**config.mk**
```make
export PLATFORM = sky130hd
export DESIGN_NAME = option_word_decoder
export DESIGN_NICKNAME = d
export VERILOG_FILES = /design/src/core/option_word_pkg.sv /design/src/core/option_word_decoder.sv /design/src/core/option_word_fields.sv
export SDC_FILE = /design/constraint.sdc
export NUM_CORES = 1
export LEC_CHECK = 0
export ABC_AREA = 1
export BUFFER_PORTS_ARGS = -buffer_cell sky130_fd_sc_hd__clkbuf_2
export CAP_MARGIN = 15
export CORE_ASPECT_RATIO = 1.4
export CORE_MARGIN = 2
export CORE_UTILIZATION = 56
export CTS_CLUSTER_SIZE = 28
export DETAILED_ROUTE_END_ITERATION = 8
export PLACE_DENSITY_LB_ADDON = 0.25
export SLEW_MARGIN = 20
export SYNTH_ARGS = -nofsm -noshare
export SYNTH_HDL_FRONTEND = slang
export SYNTH_SLANG_ARGS = --single-unit
```
**constraint.sdc**
```tcl
create_clock -name clk_i -period 2.9 [get_ports clk_i]
set_input_delay 0.435 -clock clk_i [delete_from_list [all_inputs] [get_ports clk_i]]
set_output_delay 0.435 -clock clk_i [all_outputs]
set_load 0.02 [all_outputs]
```
**src/core/option_word_pkg.sv**
```systemverilog
package option_word_pkg;

  // Option storage geometry
  localparam int unsigned OPT_W      = 15;
  localparam logic [1:0]  NVM_WORD0  = 2'h0;
  localparam logic [1:0]  NVM_WORD1  = 2'h1;
  localparam logic [1:0]  NVM_WORD2  = 2'h2;

  // First option word layout
  localparam int unsigned W0_RC_SRC_BIT     = 14;
  localparam int unsigned W0_INSTR_BIT      = 11;
  localparam int unsigned W0_LVR_HI_BIT     = 8;
  localparam int unsigned W0_LVR_LO_BIT     = 7;
  localparam int unsigned W0_RESET_PIN_BIT  = 6;
  localparam int unsigned W0_WDT_BIT        = 5;
  localparam int unsigned W0_GLITCH_W_BIT   = 4;
  localparam int unsigned W0_GLITCH_OFF_BIT = 3;
  localparam int unsigned W0_PROTECT_LSB    = 0;
  localparam logic [14:0] W0_ONES_MASK      = 15'h2400;
  localparam logic [14:0] W0_ZEROS_MASK     = 15'h1200;

  // Second option word layout
  localparam int unsigned W1_BOOT_SPEED_BIT = 14;
  localparam int unsigned W1_HALT_BIT       = 12;
  localparam int unsigned W1_TRIM_LSB       = 7;
  localparam int unsigned W1_RC_FREQ_LSB    = 5;
  localparam int unsigned W1_OSC_MODE_LSB   = 1;
  localparam int unsigned W1_OSC_PIN_BIT    = 0;
  localparam logic [14:0] W1_ONES_MASK      = 15'h2010;

  // Third option word layout
  localparam int unsigned W2_AUX_LSB        = 11;
  localparam int unsigned W2_ID_LSB         = 0;

  // Oscillator clocks per instruction
  localparam logic [2:0]  INSTR_CLOCKS_SLOW = 3'h4;
  localparam logic [2:0]  INSTR_CLOCKS_FAST = 3'h2;

  // Least accepted pulse, in oscillator periods
  localparam logic [5:0]  GLITCH_PERIODS_WIDE   = 6'h20;
  localparam logic [5:0]  GLITCH_PERIODS_NARROW = 6'h08;

  // Oscillator mode codes with internal RC
  localparam logic [2:0]  OSC_IRC_PIN_IO  = 3'h4;
  localparam logic [2:0]  OSC_IRC_CLK_OUT = 3'h5;

  // Low-voltage reset thresholds
  typedef enum logic [1:0] {
    LVR_OFF = 2'h0,
    LVR_2V7 = 2'h1,
    LVR_3V7 = 2'h2,
    LVR_4V2 = 2'h3
  } lvr_level_type;

  // Internal RC frequency codes
  typedef enum logic [1:0] {
    RC_4MHZ     = 2'h0,
    RC_16MHZ    = 2'h1,
    RC_8MHZ     = 2'h2,
    RC_RESERVED = 2'h3
  } rc_freq_type;

  // Loader sequence, Gray along the path
  typedef enum logic [1:0] {
    LOAD_START = 2'b00,
    LOAD_FETCH = 2'b01,
    LOAD_LATCH = 2'b11,
    LOAD_READY = 2'b10
  } load_state_type;

  // APB register offsets (byte addresses)
  localparam logic [7:0]  OFS_WORD0   = 8'h00;
  localparam logic [7:0]  OFS_WORD1   = 8'h04;
  localparam logic [7:0]  OFS_WORD2   = 8'h08;
  localparam logic [7:0]  OFS_STATUS  = 8'h0c;
  localparam logic [7:0]  OFS_RC_CTRL = 8'h10;

  // Status register fields
  localparam int unsigned ST_LOADED_BIT  = 0;
  localparam int unsigned ST_W0_BAD_BIT  = 1;
  localparam int unsigned ST_W1_BAD_BIT  = 2;
  localparam int unsigned ST_RC_RSV_BIT  = 3;
  localparam int unsigned ST_MHZ_LSB     = 4;
  localparam logic [1:0]  RC_CTRL_RESET  = 2'h0;

  // Decoded option settings
  typedef struct packed {
    logic          rc_src_reg;
    logic          instr_period_sel;
    logic [2:0]    instr_clocks;
    lvr_level_type lvr_level;
    logic          reset_pin_sel;
    logic          watchdog_on;
    logic          glitch_width_sel;
    logic [5:0]    glitch_periods;
    logic          glitch_filter_off_n;
    logic [2:0]    protect;
    logic          boot_speed;
    logic          halt_permit;
    logic [4:0]    trim;
    rc_freq_type   rc_code;
    logic [2:0]    osc_mode;
    logic          irc_pin_io;
    logic          irc_clk_out;
    logic          osc_out_pin_sel;
    logic [3:0]    aux;
    logic [8:0]    ident;
    logic          w0_bad;
    logic          w1_bad;
  } options_type;

  // Safe values until the option words are in
  localparam options_type OPTS_RESET = '{
    instr_clocks   : INSTR_CLOCKS_SLOW,
    lvr_level      : LVR_OFF,
    reset_pin_sel  : 1'b1,
    glitch_periods : GLITCH_PERIODS_WIDE,
    rc_code        : RC_4MHZ,
    default        : '0
  };

  // Frequency in MHz for an RC code, zero when reserved
  function automatic logic [4:0] rc_freq_mhz(input rc_freq_type code);
    unique case (code)
      RC_4MHZ:  rc_freq_mhz = 5'h04;
      RC_16MHZ: rc_freq_mhz = 5'h10;
      RC_8MHZ:  rc_freq_mhz = 5'h08;
      default:  rc_freq_mhz = 5'h00;
    endcase
  endfunction

endpackage

```
**src/core/option_word_decoder.sv**
```systemverilog
`timescale 1ns/100ps
`default_nettype none
// What this block does
// Word0 bit 14 picks RC frequency from option word (0) or register (1).
// Programmer keeps word0 bits 13,10 at one and bits 12,9 at zero.
// Word0 bit 11: 4 clocks per instruction when clear, 2 when set.
// Word0 bits 8:7: 00 off, else 2.7, 3.7, 4.2 V reset.
// Word0 bit 6 set makes shared pin external reset, clear makes it I/O.
// Word0 bit 5 set turns the watchdog on.
// Word0 bit 4: least valid pulse 32 periods when clear, 8 when set.
// Word0 bit 3 clear enables the input pulse filter, set bypasses it.
// Word0 bits 2:0 set enable program memory read-out protection.
// Word1 bit 14: normal speed after reset when clear, green when set.
// Word1 bit 12 set permits the halt function.
// Programmer writes trim bits 11:7; device passes them on unchanged.
// Word1 bits 6:5: 00 4 MHz, 01 16 MHz, 10 8 MHz, 11 reserved.
// Word1 bits 3:1: 100 RC with pin as I/O, 101 RC clock out.
// Word1 bit 0 set makes oscillator pin open drain, clear drives clock.
// Programmer keeps word1 bits 13 and 4 at one.
// Word2 exposes a four-bit field 14:11 and nine-bit ID 8:0.
// All three words load after reset; outputs other than the RC frequency ones then hold until next reset.
module option_word_decoder (
  // Clock and reset
  input  wire logic                         clk_i,
  input  wire logic                         rst_n_i,
  // APB slave
  input  wire logic [7:0]                   paddr_i,
  input  wire logic                         psel_i,
  input  wire logic                         penable_i,
  input  wire logic                         pwrite_i,
  input  wire logic [31:0]                  pwdata_i,
  input  wire logic [3:0]                   pstrb_i,
  output logic [31:0]                       prdata_o,
  output logic                              pready_o,
  output logic                              pslverr_o,
  // Option storage read port
  output logic                              nvm_rd_req_o,
  output logic [1:0]                        nvm_rd_addr_o,
  input  wire logic [14:0]                  nvm_rd_data_i,
  input  wire logic                         nvm_rd_ack_i,
  // Load status
  output logic                              options_loaded_o,
  output logic                              option_fixed_bits_bad_o,
  // Clock and instruction timing
  output logic                              rc_freq_source_sel_o,
  output logic                              instr_period_sel_o,
  output logic [2:0]                        instr_clocks_o,
  output option_word_pkg::rc_freq_type      rc_freq_code_o,
  output logic [4:0]                        rc_freq_mhz_o,
  output logic                              rc_freq_reserved_o,
  output logic [4:0]                        rc_trim_value_o,
  output logic [2:0]                        oscillator_mode_code_o,
  output logic                              irc_pin_io_o,
  output logic                              rc_clock_output_o,
  output logic                              osc_out_pin_sel_o,
  output logic                              osc_out_open_drain_o,
  output logic                              osc_out_sys_clock_o,
  // Reset, watchdog and power
  output option_word_pkg::lvr_level_type    low_volt_reset_level_o,
  output logic                              low_volt_reset_on_o,
  output logic                              reset_pin_function_sel_o,
  output logic                              port8_bit3_io_o,
  output logic                              watchdog_on_o,
  output logic                              boot_speed_mode_o,
  output logic                              halt_permit_o,
  // Input noise rejection
  output logic                              glitch_width_sel_o,
  output logic [5:0]                        glitch_min_periods_o,
  output logic                              glitch_filter_off_n_o,
  output logic                              glitch_filter_on_o,
  // Protection and identity
  output logic [2:0]                        code_protect_bits_o,
  output logic                              code_protect_on_o,
  output logic [3:0]                        aux_code_field_o,
  output logic [8:0]                        identification_field_o
);
  import option_word_pkg::*;

  // Whole state of the block
  typedef struct packed {
    load_state_type fsm;
    logic [1:0]     idx;
    logic [14:0]    word0;
    logic [14:0]    word1;
    logic [14:0]    word2;
    options_type    opts;
    logic [1:0]     rc_ctrl;
    rc_freq_type    eff_rc;
    logic [31:0]    rdata;
    logic           slverr;
  } state_type;

  state_type   state_reg;
  state_type   state_next;
  options_type decoded;

  // Addresses that answer without error
  function automatic logic addr_mapped(input logic [7:0] a);
    addr_mapped = (a == OFS_WORD0) || (a == OFS_WORD1) ||
                  (a == OFS_WORD2) || (a == OFS_STATUS) ||
                  (a == OFS_RC_CTRL);
  endfunction

  // Field split of the stored words
  option_word_fields u_fields (
    .word0_i (state_reg.word0),
    .word1_i (state_reg.word1),
    .word2_i (state_reg.word2),
    .opts_o  (decoded)
  );

  // Read view of the register map
  function automatic logic [31:0] read_mux(input logic [7:0] a,
                                           input state_type s);
    logic [31:0] v;
    v = 32'h0000_0000;
    unique case (a)
      OFS_WORD0:   v[14:0] = s.word0;
      OFS_WORD1:   v[14:0] = s.word1;
      OFS_WORD2:   v[14:0] = s.word2;
      OFS_STATUS: begin
        v[ST_LOADED_BIT] = (s.fsm == LOAD_READY);
        v[ST_W0_BAD_BIT] = s.opts.w0_bad;
        v[ST_W1_BAD_BIT] = s.opts.w1_bad;
        v[ST_RC_RSV_BIT] = (s.eff_rc == RC_RESERVED);
        v[ST_MHZ_LSB +: 5] = rc_freq_mhz(s.eff_rc);
      end
      OFS_RC_CTRL: v[1:0] = s.rc_ctrl;
      default:     v = 32'h0000_0000;
    endcase
    read_mux = v;
  endfunction

  // Loader, register file and derived state
  always_comb begin
    state_next = state_reg;
    unique case (state_reg.fsm)
      // One idle cycle after reset so storage sees a clean request
      LOAD_START: begin
        state_next.fsm = LOAD_FETCH;
        state_next.idx = NVM_WORD0;
      end
      // Words arrive in order 0, 1, 2, each on its own ack
      LOAD_FETCH: begin
        if (nvm_rd_ack_i) begin
          unique case (state_reg.idx)
            NVM_WORD0: state_next.word0 = nvm_rd_data_i;
            NVM_WORD1: state_next.word1 = nvm_rd_data_i;
            default:   state_next.word2 = nvm_rd_data_i;
          endcase
          if (state_reg.idx == NVM_WORD2) begin
            state_next.fsm = LOAD_LATCH;
          end else begin
            state_next.idx = state_reg.idx + 2'h1;
          end
        end
      end
      // Decoded settings captured once, from the stored words
      LOAD_LATCH: begin
        state_next.opts = decoded;
        state_next.fsm  = LOAD_READY;
      end
      // Settings frozen until the next reset
      LOAD_READY: begin
        state_next.fsm = LOAD_READY;
      end
    endcase

    // Taken from the settings being latched, so valid with the loaded flag
    if (state_next.opts.rc_src_reg) begin
      state_next.eff_rc = rc_freq_type'(state_reg.rc_ctrl);
    end else begin
      state_next.eff_rc = state_next.opts.rc_code;
    end

    // Read answer prepared in the setup cycle so it comes from a flop
    if (psel_i && !penable_i) begin
      state_next.rdata  = read_mux(paddr_i, state_reg);
      state_next.slverr = !addr_mapped(paddr_i);
    end

    // Writes land at the access edge; read-only words ignore them
    if (psel_i && penable_i && pwrite_i &&
        (paddr_i == OFS_RC_CTRL) && pstrb_i[0]) begin
      state_next.rc_ctrl = pwdata_i[1:0];
    end
  end

  // State register
  always_ff @(posedge clk_i or negedge rst_n_i) begin
    if (!rst_n_i) begin
      state_reg         <= '0;
      state_reg.fsm     <= LOAD_START;
      state_reg.idx     <= NVM_WORD0;
      state_reg.opts    <= OPTS_RESET;
      state_reg.rc_ctrl <= RC_CTRL_RESET;
      state_reg.eff_rc  <= RC_4MHZ;
    end else begin
      state_reg <= state_next;
    end
  end

  // APB answers in the first access cycle, never stalls
  assign pready_o  = psel_i & penable_i;
  assign prdata_o  = state_reg.rdata;
  assign pslverr_o = psel_i & penable_i & state_reg.slverr;

  // Storage request held while a word is outstanding
  assign nvm_rd_req_o  = (state_reg.fsm == LOAD_FETCH);
  assign nvm_rd_addr_o = state_reg.idx;

  // Load status
  assign options_loaded_o        = (state_reg.fsm == LOAD_READY);
  // Relies on the programmer holding the unused bits fixed
  assign option_fixed_bits_bad_o = state_reg.opts.w0_bad |
                                   state_reg.opts.w1_bad;

  // Clock and instruction timing
  assign rc_freq_source_sel_o   = state_reg.opts.rc_src_reg;
  assign instr_period_sel_o     = state_reg.opts.instr_period_sel;
  assign instr_clocks_o         = state_reg.opts.instr_clocks;
  assign rc_freq_code_o         = state_reg.eff_rc;
  // Reserved code reads as zero MHz; the oscillator must not start on it
  assign rc_freq_mhz_o          = rc_freq_mhz(state_reg.eff_rc);
  assign rc_freq_reserved_o     = (state_reg.eff_rc == RC_RESERVED);
  // Trim is factory data, so it passes through untouched
  assign rc_trim_value_o        = state_reg.opts.trim;
  assign oscillator_mode_code_o = state_reg.opts.osc_mode;
  assign irc_pin_io_o           = state_reg.opts.irc_pin_io;
  assign rc_clock_output_o      = state_reg.opts.irc_clk_out;
  assign osc_out_pin_sel_o      = state_reg.opts.osc_out_pin_sel;
  assign osc_out_open_drain_o   = state_reg.opts.osc_out_pin_sel;
  assign osc_out_sys_clock_o    = !state_reg.opts.osc_out_pin_sel;

  // Reset, watchdog and power
  assign low_volt_reset_level_o   = state_reg.opts.lvr_level;
  assign low_volt_reset_on_o      = (state_reg.opts.lvr_level
                                     != LVR_OFF);
  assign reset_pin_function_sel_o = state_reg.opts.reset_pin_sel;
  assign port8_bit3_io_o          = !state_reg.opts.reset_pin_sel;
  assign watchdog_on_o            = state_reg.opts.watchdog_on;
  assign boot_speed_mode_o        = state_reg.opts.boot_speed;
  assign halt_permit_o            = state_reg.opts.halt_permit;

  // Input noise rejection
  assign glitch_width_sel_o    = state_reg.opts.glitch_width_sel;
  assign glitch_min_periods_o  = state_reg.opts.glitch_periods;
  assign glitch_filter_off_n_o = state_reg.opts.glitch_filter_off_n;
  assign glitch_filter_on_o    = !state_reg.opts.glitch_filter_off_n;

  // Protection and identity
  assign code_protect_bits_o    = state_reg.opts.protect;
  assign code_protect_on_o      = |state_reg.opts.protect;
  assign aux_code_field_o       = state_reg.opts.aux;
  assign identification_field_o = state_reg.opts.ident;

endmodule
`default_nettype wire

```
**src/core/option_word_fields.sv**
```systemverilog
`timescale 1ns/100ps
`default_nettype none
module option_word_fields (
  // Raw option words
  input  wire logic [14:0]                word0_i,
  input  wire logic [14:0]                word1_i,
  input  wire logic [14:0]                word2_i,
  // Decoded settings
  output option_word_pkg::options_type    opts_o
);
  import option_word_pkg::*;

  // Pure field split and table decode
  always_comb begin
    opts_o                  = OPTS_RESET;
    opts_o.rc_src_reg       = word0_i[W0_RC_SRC_BIT];
    opts_o.instr_period_sel = word0_i[W0_INSTR_BIT];
    opts_o.instr_clocks     = word0_i[W0_INSTR_BIT] ?
                              INSTR_CLOCKS_FAST : INSTR_CLOCKS_SLOW;
    opts_o.lvr_level        = lvr_level_type'({word0_i[W0_LVR_HI_BIT],
                              word0_i[W0_LVR_LO_BIT]});
    opts_o.reset_pin_sel    = word0_i[W0_RESET_PIN_BIT];
    opts_o.watchdog_on      = word0_i[W0_WDT_BIT];
    opts_o.glitch_width_sel = word0_i[W0_GLITCH_W_BIT];
    opts_o.glitch_periods   = word0_i[W0_GLITCH_W_BIT] ?
                              GLITCH_PERIODS_NARROW :
                              GLITCH_PERIODS_WIDE;
    opts_o.glitch_filter_off_n = word0_i[W0_GLITCH_OFF_BIT];
    opts_o.protect          = word0_i[W0_PROTECT_LSB +: 3];
    // Programmer keeps these fixed; a mismatch is only reported
    opts_o.w0_bad = ((word0_i & W0_ONES_MASK) != W0_ONES_MASK) ||
                    ((word0_i & W0_ZEROS_MASK) != 15'h0000);
    opts_o.w1_bad = ((word1_i & W1_ONES_MASK) != W1_ONES_MASK);
    opts_o.boot_speed       = word1_i[W1_BOOT_SPEED_BIT];
    opts_o.halt_permit      = word1_i[W1_HALT_BIT];
    opts_o.trim             = word1_i[W1_TRIM_LSB +: 5];
    opts_o.rc_code          = rc_freq_type'(word1_i[W1_RC_FREQ_LSB +: 2]);
    opts_o.osc_mode         = word1_i[W1_OSC_MODE_LSB +: 3];
    opts_o.irc_pin_io  = (word1_i[W1_OSC_MODE_LSB +: 3] ==
                          OSC_IRC_PIN_IO);
    opts_o.irc_clk_out = (word1_i[W1_OSC_MODE_LSB +: 3] ==
                          OSC_IRC_CLK_OUT);
    opts_o.osc_out_pin_sel  = word1_i[W1_OSC_PIN_BIT];
    opts_o.aux              = word2_i[W2_AUX_LSB +: 4];
    opts_o.ident            = word2_i[W2_ID_LSB +: 9];
  end

endmodule
`default_nettype wire

```
; ---- Yosys cells after proc, flatten, opt, wreduce, memory -nomap -nowiden
; Cells that the tools add are included.
[word_totals]
output_inout_bits = 99
wordCells = 101
regBits = 119
input_bits = 65
[classes]
n_reduce_logical = 30
mux = 16
eq_ne = 19
bitwise = 4
add_sub_neg = 1
[ops]
columns = cell, count
row1 = $mux W50, 1
row2 = $mux W49, 1
row3 = $mux W15, 3
row4 = $pmux W7 S4, 1
row5 = $pmux W6 S3, 1
row6 = $eq A8 B4 Y1 const B, 2
row7 = $pmux W5 S3, 1
row8 = $reduce_bool A15 Y1, 1
row9 = $reduce_and A3 Y1, 4
row10 = $eq A2 B2 Y1 const B, 5
row11 = $pmux W2 S5, 1
row12 = $eq A8 B3 Y1 const B, 1
row13 = $eq A8 B5 Y1 const B, 1
row14 = $logic_not A8 Y1, 1
row15 = $eq A2 B1 Y1 const B, 3
row16 = $eq A3 B3 Y1 const B, 2
row17 = $logic_not A2 Y1, 3
row18 = $mux W2, 3
row19 = $mux W6, 1
row20 = $ne A2 B2 Y1 const B, 3
row21 = $pmux W2 S3, 1
row22 = $logic_and A1 B1 Y1, 5
row23 = $logic_not A1 Y1, 5
row24 = $logic_or A1 B1 Y1, 5
row25 = 11 further kinds, 15

; ---- Depth between registers and ports, before layout
[logic_depth]
word_depth = 6
depth_mapped = 8
depth_no_buf = 7

; ---- Cells and area by module
; From an unflattened synthesis, not the netlist that was laid out.
[hier_totals]
hier_cells = 649
hier_area_um2 = 6195.9
[by_module_without_submodules]
columns = mod, n_inst, cells_per_inst, area_each_um2
row1 = option_word_decoder, 1, 592, 5816.8
row2 = option_word_fields, 1, 57, 379.1

; ---- Worst setup path before layout
; OpenSTA, ideal clock, no wires.
[synth_path]
path_kind = register to output
start = register state_reg (netlist bit code_protect_bits_o[1])
end = output port code_protect_on_o
stages_incl_launch_ff = 2
arrival_time_ns = 0.827
setup_slack_ns = 1.638
required_time_ns = 2.465
path_cell_list = dfrtp_1 -> or3_1
[synth_via]
elab_chain_cells = 1
[synth_rtl]
columns = item, line
row1 = from (decl), option_word_decoder.sv:93  ; state_type state_reg;
row2 = from (signal assigned), option_word_decoder.sv:199  ; state_reg <= state_next;
row3 = $reduce_or A3 Y1, option_word_decoder.sv:253  ; assign code_protect_on_o = |state_reg.opts.protect;
row4 = to (decl), option_word_decoder.sv:73  ; output logic code_protect_on_o,
; No other way between the ends.

; ---- Worst setup path in the final report
[layout_path]
start = register state_reg (netlist bit rc_freq_code_o[0])
end = output port rc_freq_mhz_o[4]
[layout_via]
elab_chain_cells = 2
[layout_rtl]
columns = item, line
row1 = $eq A2 B2 Y1 (tied with other cells), option_word_pkg.sv:124  ; unique case (code)
row2 = $pmux W5 S3 *, option_word_pkg.sv:124
row3 = to (decl), option_word_decoder.sv:49  ; output logic [4:0] rc_freq_mhz_o,
; Every way passes the cells marked *; elsewhere a longest branch is shown, timed or not.

==> results_dict.tcl <==
set metrics [dict create \
    ys_types 31 \
    maxSlewViolCount 0 \
    cts_made_buffers 9 \
    cp_cell_sequence "inv_1, nor2_1, clkbuf_2" \
    use_met2_pct 38.8 \
    cpLargestDelayFamily "flip-flops" \
    netlist_top_cells_area "dfrtp_1 (51%), nand2_1 (16%), buf_4 (11%)" \
    antenna_cells 0 \
    area_growth_pct 7.98 \
    grt_pass1_wl_um 18900 \
    rr_startpoint "state_reg[134]$_DFFE_PN0P_" \
    postLayoutCoreUtil_pct 61.9 \
    grt_max_degree 113 \
    skew_ps 6.05 \
    clock_path_buffers 2 \
    final_nets 762 \
    rrSetupSlack_ps 1220 \
    use_met3_pct 4.40 \
    initial_core_util_pct 57.4 \
    yosysMostFrequentCell "nand2_1" \
    grt_pass1_vias 3869 \
    syn_area_um2 5400 \
    relSlewSlack_pct 52.2 \
    cp_num_cells 3 \
    routed_wl_um 11900 \
    hold_viol_final 0 \
    synth.yosys.seq_area_share_pct 52.0 \
    met1_usage_pct 30.8 \
    grt_util_all_layers_pct 23.7 \
    hold_path_class "in -> async" \
    syn_avg_cell_area_um2 8.34 \
    drt-initial-drc-count 270 \
    yosys_warnings 0 \
    cts_tree "done" \
    wl_per_cell_um 14.7 \
    whs_ps 143 \
    num_vias 4170 \
    hold_buffers 0 \
    cts.htree.levels 3 \
    reg2reg_depth 6 \
    final_antenna_net_count 0 \
    synth_edf_count 0 \
    synth-seq-cells 112 \
    path_class "reg -> out" \
    remaining_drc_errors 0 \
    slowest_delay_ps 430 \
    cp.required_ps 2470 \
    drtPass1Iterations 5 \
    place_congestion 0.846 \
    hpwl_um 8070 \
    crit_buf_inv 2 \
    die_width_um 87.0 \
    post_cts_resized 0 \
    ios 164 \
    tns_ps 0 \
    status "finished, final reports clean" \
    synth_flop_cell "dfrtp_1" \
    powerDensity_nw_per_um2 511 \
    setup_viol_count_final 0 \
    worstMarginPinSlew_ps 716 \
    yosysTopAreaCell "dfrtp_1" \
    drive_gt1_share_pct 20.7 \
    synth_top_cell_area_share_pct 50.6 \
    period_share_pct 60.5 \
    irDropWorstVdd_mv 0.291 \
    std_cell_rows 42 \
    grt_overflow 0 \
    clkTransAtPathRegs_ps 70 \
    postSynthCellCount 647 \
    p_leak_nw 3.29 \
    maxCapViolCount 0 \
    synthArstFlopShare_pct 100 \
    fin_crit_ps 1750 \
    rsz0062_at_grt "false" \
    crit_slowest_cell "dfrtp_1" \
    final.fill_count 840 \
    post-place-ws_ps 952 \
    coreArea_um2 9410 \
    clock_sinks 112 \
    fin_ws_ps 1150 \
    worstPathArrival_ps 1320 \
    die_h_um 120 \
    r2r_end "rc_freq_code_o[1]$_DFF_PN0_" \
    endpoint_kind "primary output" \
    crit_fanout 5 \
    grt.busiest_layer "met2" \
    yosys-top-cells-count "nand2_1 (230), dfrtp_1 (109), buf_4 (78)" \
    clockRootBuffer "clkbuf_16" \
    insertion_delay_ps 350 \
    cts_setup_buffers 0 \
    drt-vias-per-instance 5.15 \
    grt_antenna_before_repair 0 \
    largest_reg_flops 54 \
    start_kind "flop" \
    die-area_um2 10400 \
    io_buffers 106 \
    max_freq_mhz 570 \
]
-- layout make-up --
cell class                      instances  area, um^2  area share (%)
Multi-Input combinational cell        416        1820            31.3
Sequential cell                       112        2810            48.2
Inverter                               43         164            2.81
Timing Repair Buffer                  112         591            10.1
Clock buffer                           10         239            4.10
Clock inverter                          6        67.6            1.16
Tap cell                              110         138            2.36
-- metrics by stage --
| stage | power [W] | instance area (um^2) | std cells |
|---|---|---|---|
| after CTS | 0.00300 | 5830 | 809 |
| after floorplan | 0.00170 | 5480 | 670 |
| after global placement | 0.00175 | 5520 | 793 |
| final | 0.00298 | 5830 | 809 |
| after global routing | 0.00307 | 5830 | 809 |
| after detailed placement | 0.00175 | 5520 | 793 |
-- how the worst max path moves through the flow --
| stage | from | endpoint | slack, ps |
|---|---|---|---|
| 3_5_place_dp | psel_i | prdata_o[1]$_DFFE_PN0P_ | 950 |
| 5_1_grt | state_reg[134]$_DFFE_PN0P_ | rc_freq_code_o[1]$_DFF_PN0_ | 1100 |
| 6_report | rc_freq_code_o[0]$_DFF_PN0_ | rc_freq_mhz_o[4] | 1150 |
| 3_3_place_gp | psel_i | prdata_o[0]$_DFFE_PN0P_ | 960 |
| 4_1_cts | rc_freq_code_o[0]$_DFF_PN0_ | rc_freq_mhz_o[4] | 1170 |
| 2_1_floorplan | code_protect_bits_o[1]$_DFFE_PN0P_ | code_protect_on_o | 1640 |
-- worst register-to-register path, stage by stage (launching register included) --
cell	delay, ps
dfrtp_1	450
nand2_2	90
inv_2	530
or2_1	220
o21ai_2	100
nor2_1	140
a31oi_1	50
-- cell usage in the layout, fill, tap and decap left out, types with 2 or more instances in the layout --
cell type / instances
a21oi_1: 5
a31oi_1: 3
buf_4: 6
clkbuf_16: 9
clkbuf_2: 105
clkinvlp_4: 2
conb_1: 24
dfrtp_1: 109
dfstp_2: 3
ha_1: 3
inv_1: 40
nand2_1: 230
nand2_2: 2
nand3_1: 49
nor2_1: 20
nor2_2: 2
nor2_4: 4
o21ai_0: 16
o21ai_1: 47
or2_1: 2
or2_2: 2
-- kinds of logic (layout without fill, tap and decap cells) --
kind of cell | Yosys count | in the layout | synth area share (%)
adders and majority gates | 3 | 3 | 0.696
AOI/OAI and AO/OA | 75 | 75 | 7.24
DFF | 112 | 112 | 52.0
and+or+nand+nor | 314 | 314 | 24.1
other | 1 | 24 | 0.0695
buffers and inverters | 142 | 171 | 15.8
-- per-layer routing --
layer,vias up,share of wire [%]
li1,2028,-
met1,1984,42
met2,135,51
met3,23,5.1
met4,0,2.2
met5,-,0
-- where the power goes --
group | leakage (nW) | switching (W) | internal, W
clock network | 0.145 | 0.000562 | 0.000696
registers | 1.54 | 0.00000379 | 0.00157
logic | 1.60 | 0.000115 | 0.0000332
total | 3.29 | 0.000681 | 0.00230
No activity file was read; power rests on OpenSTA's default activity.
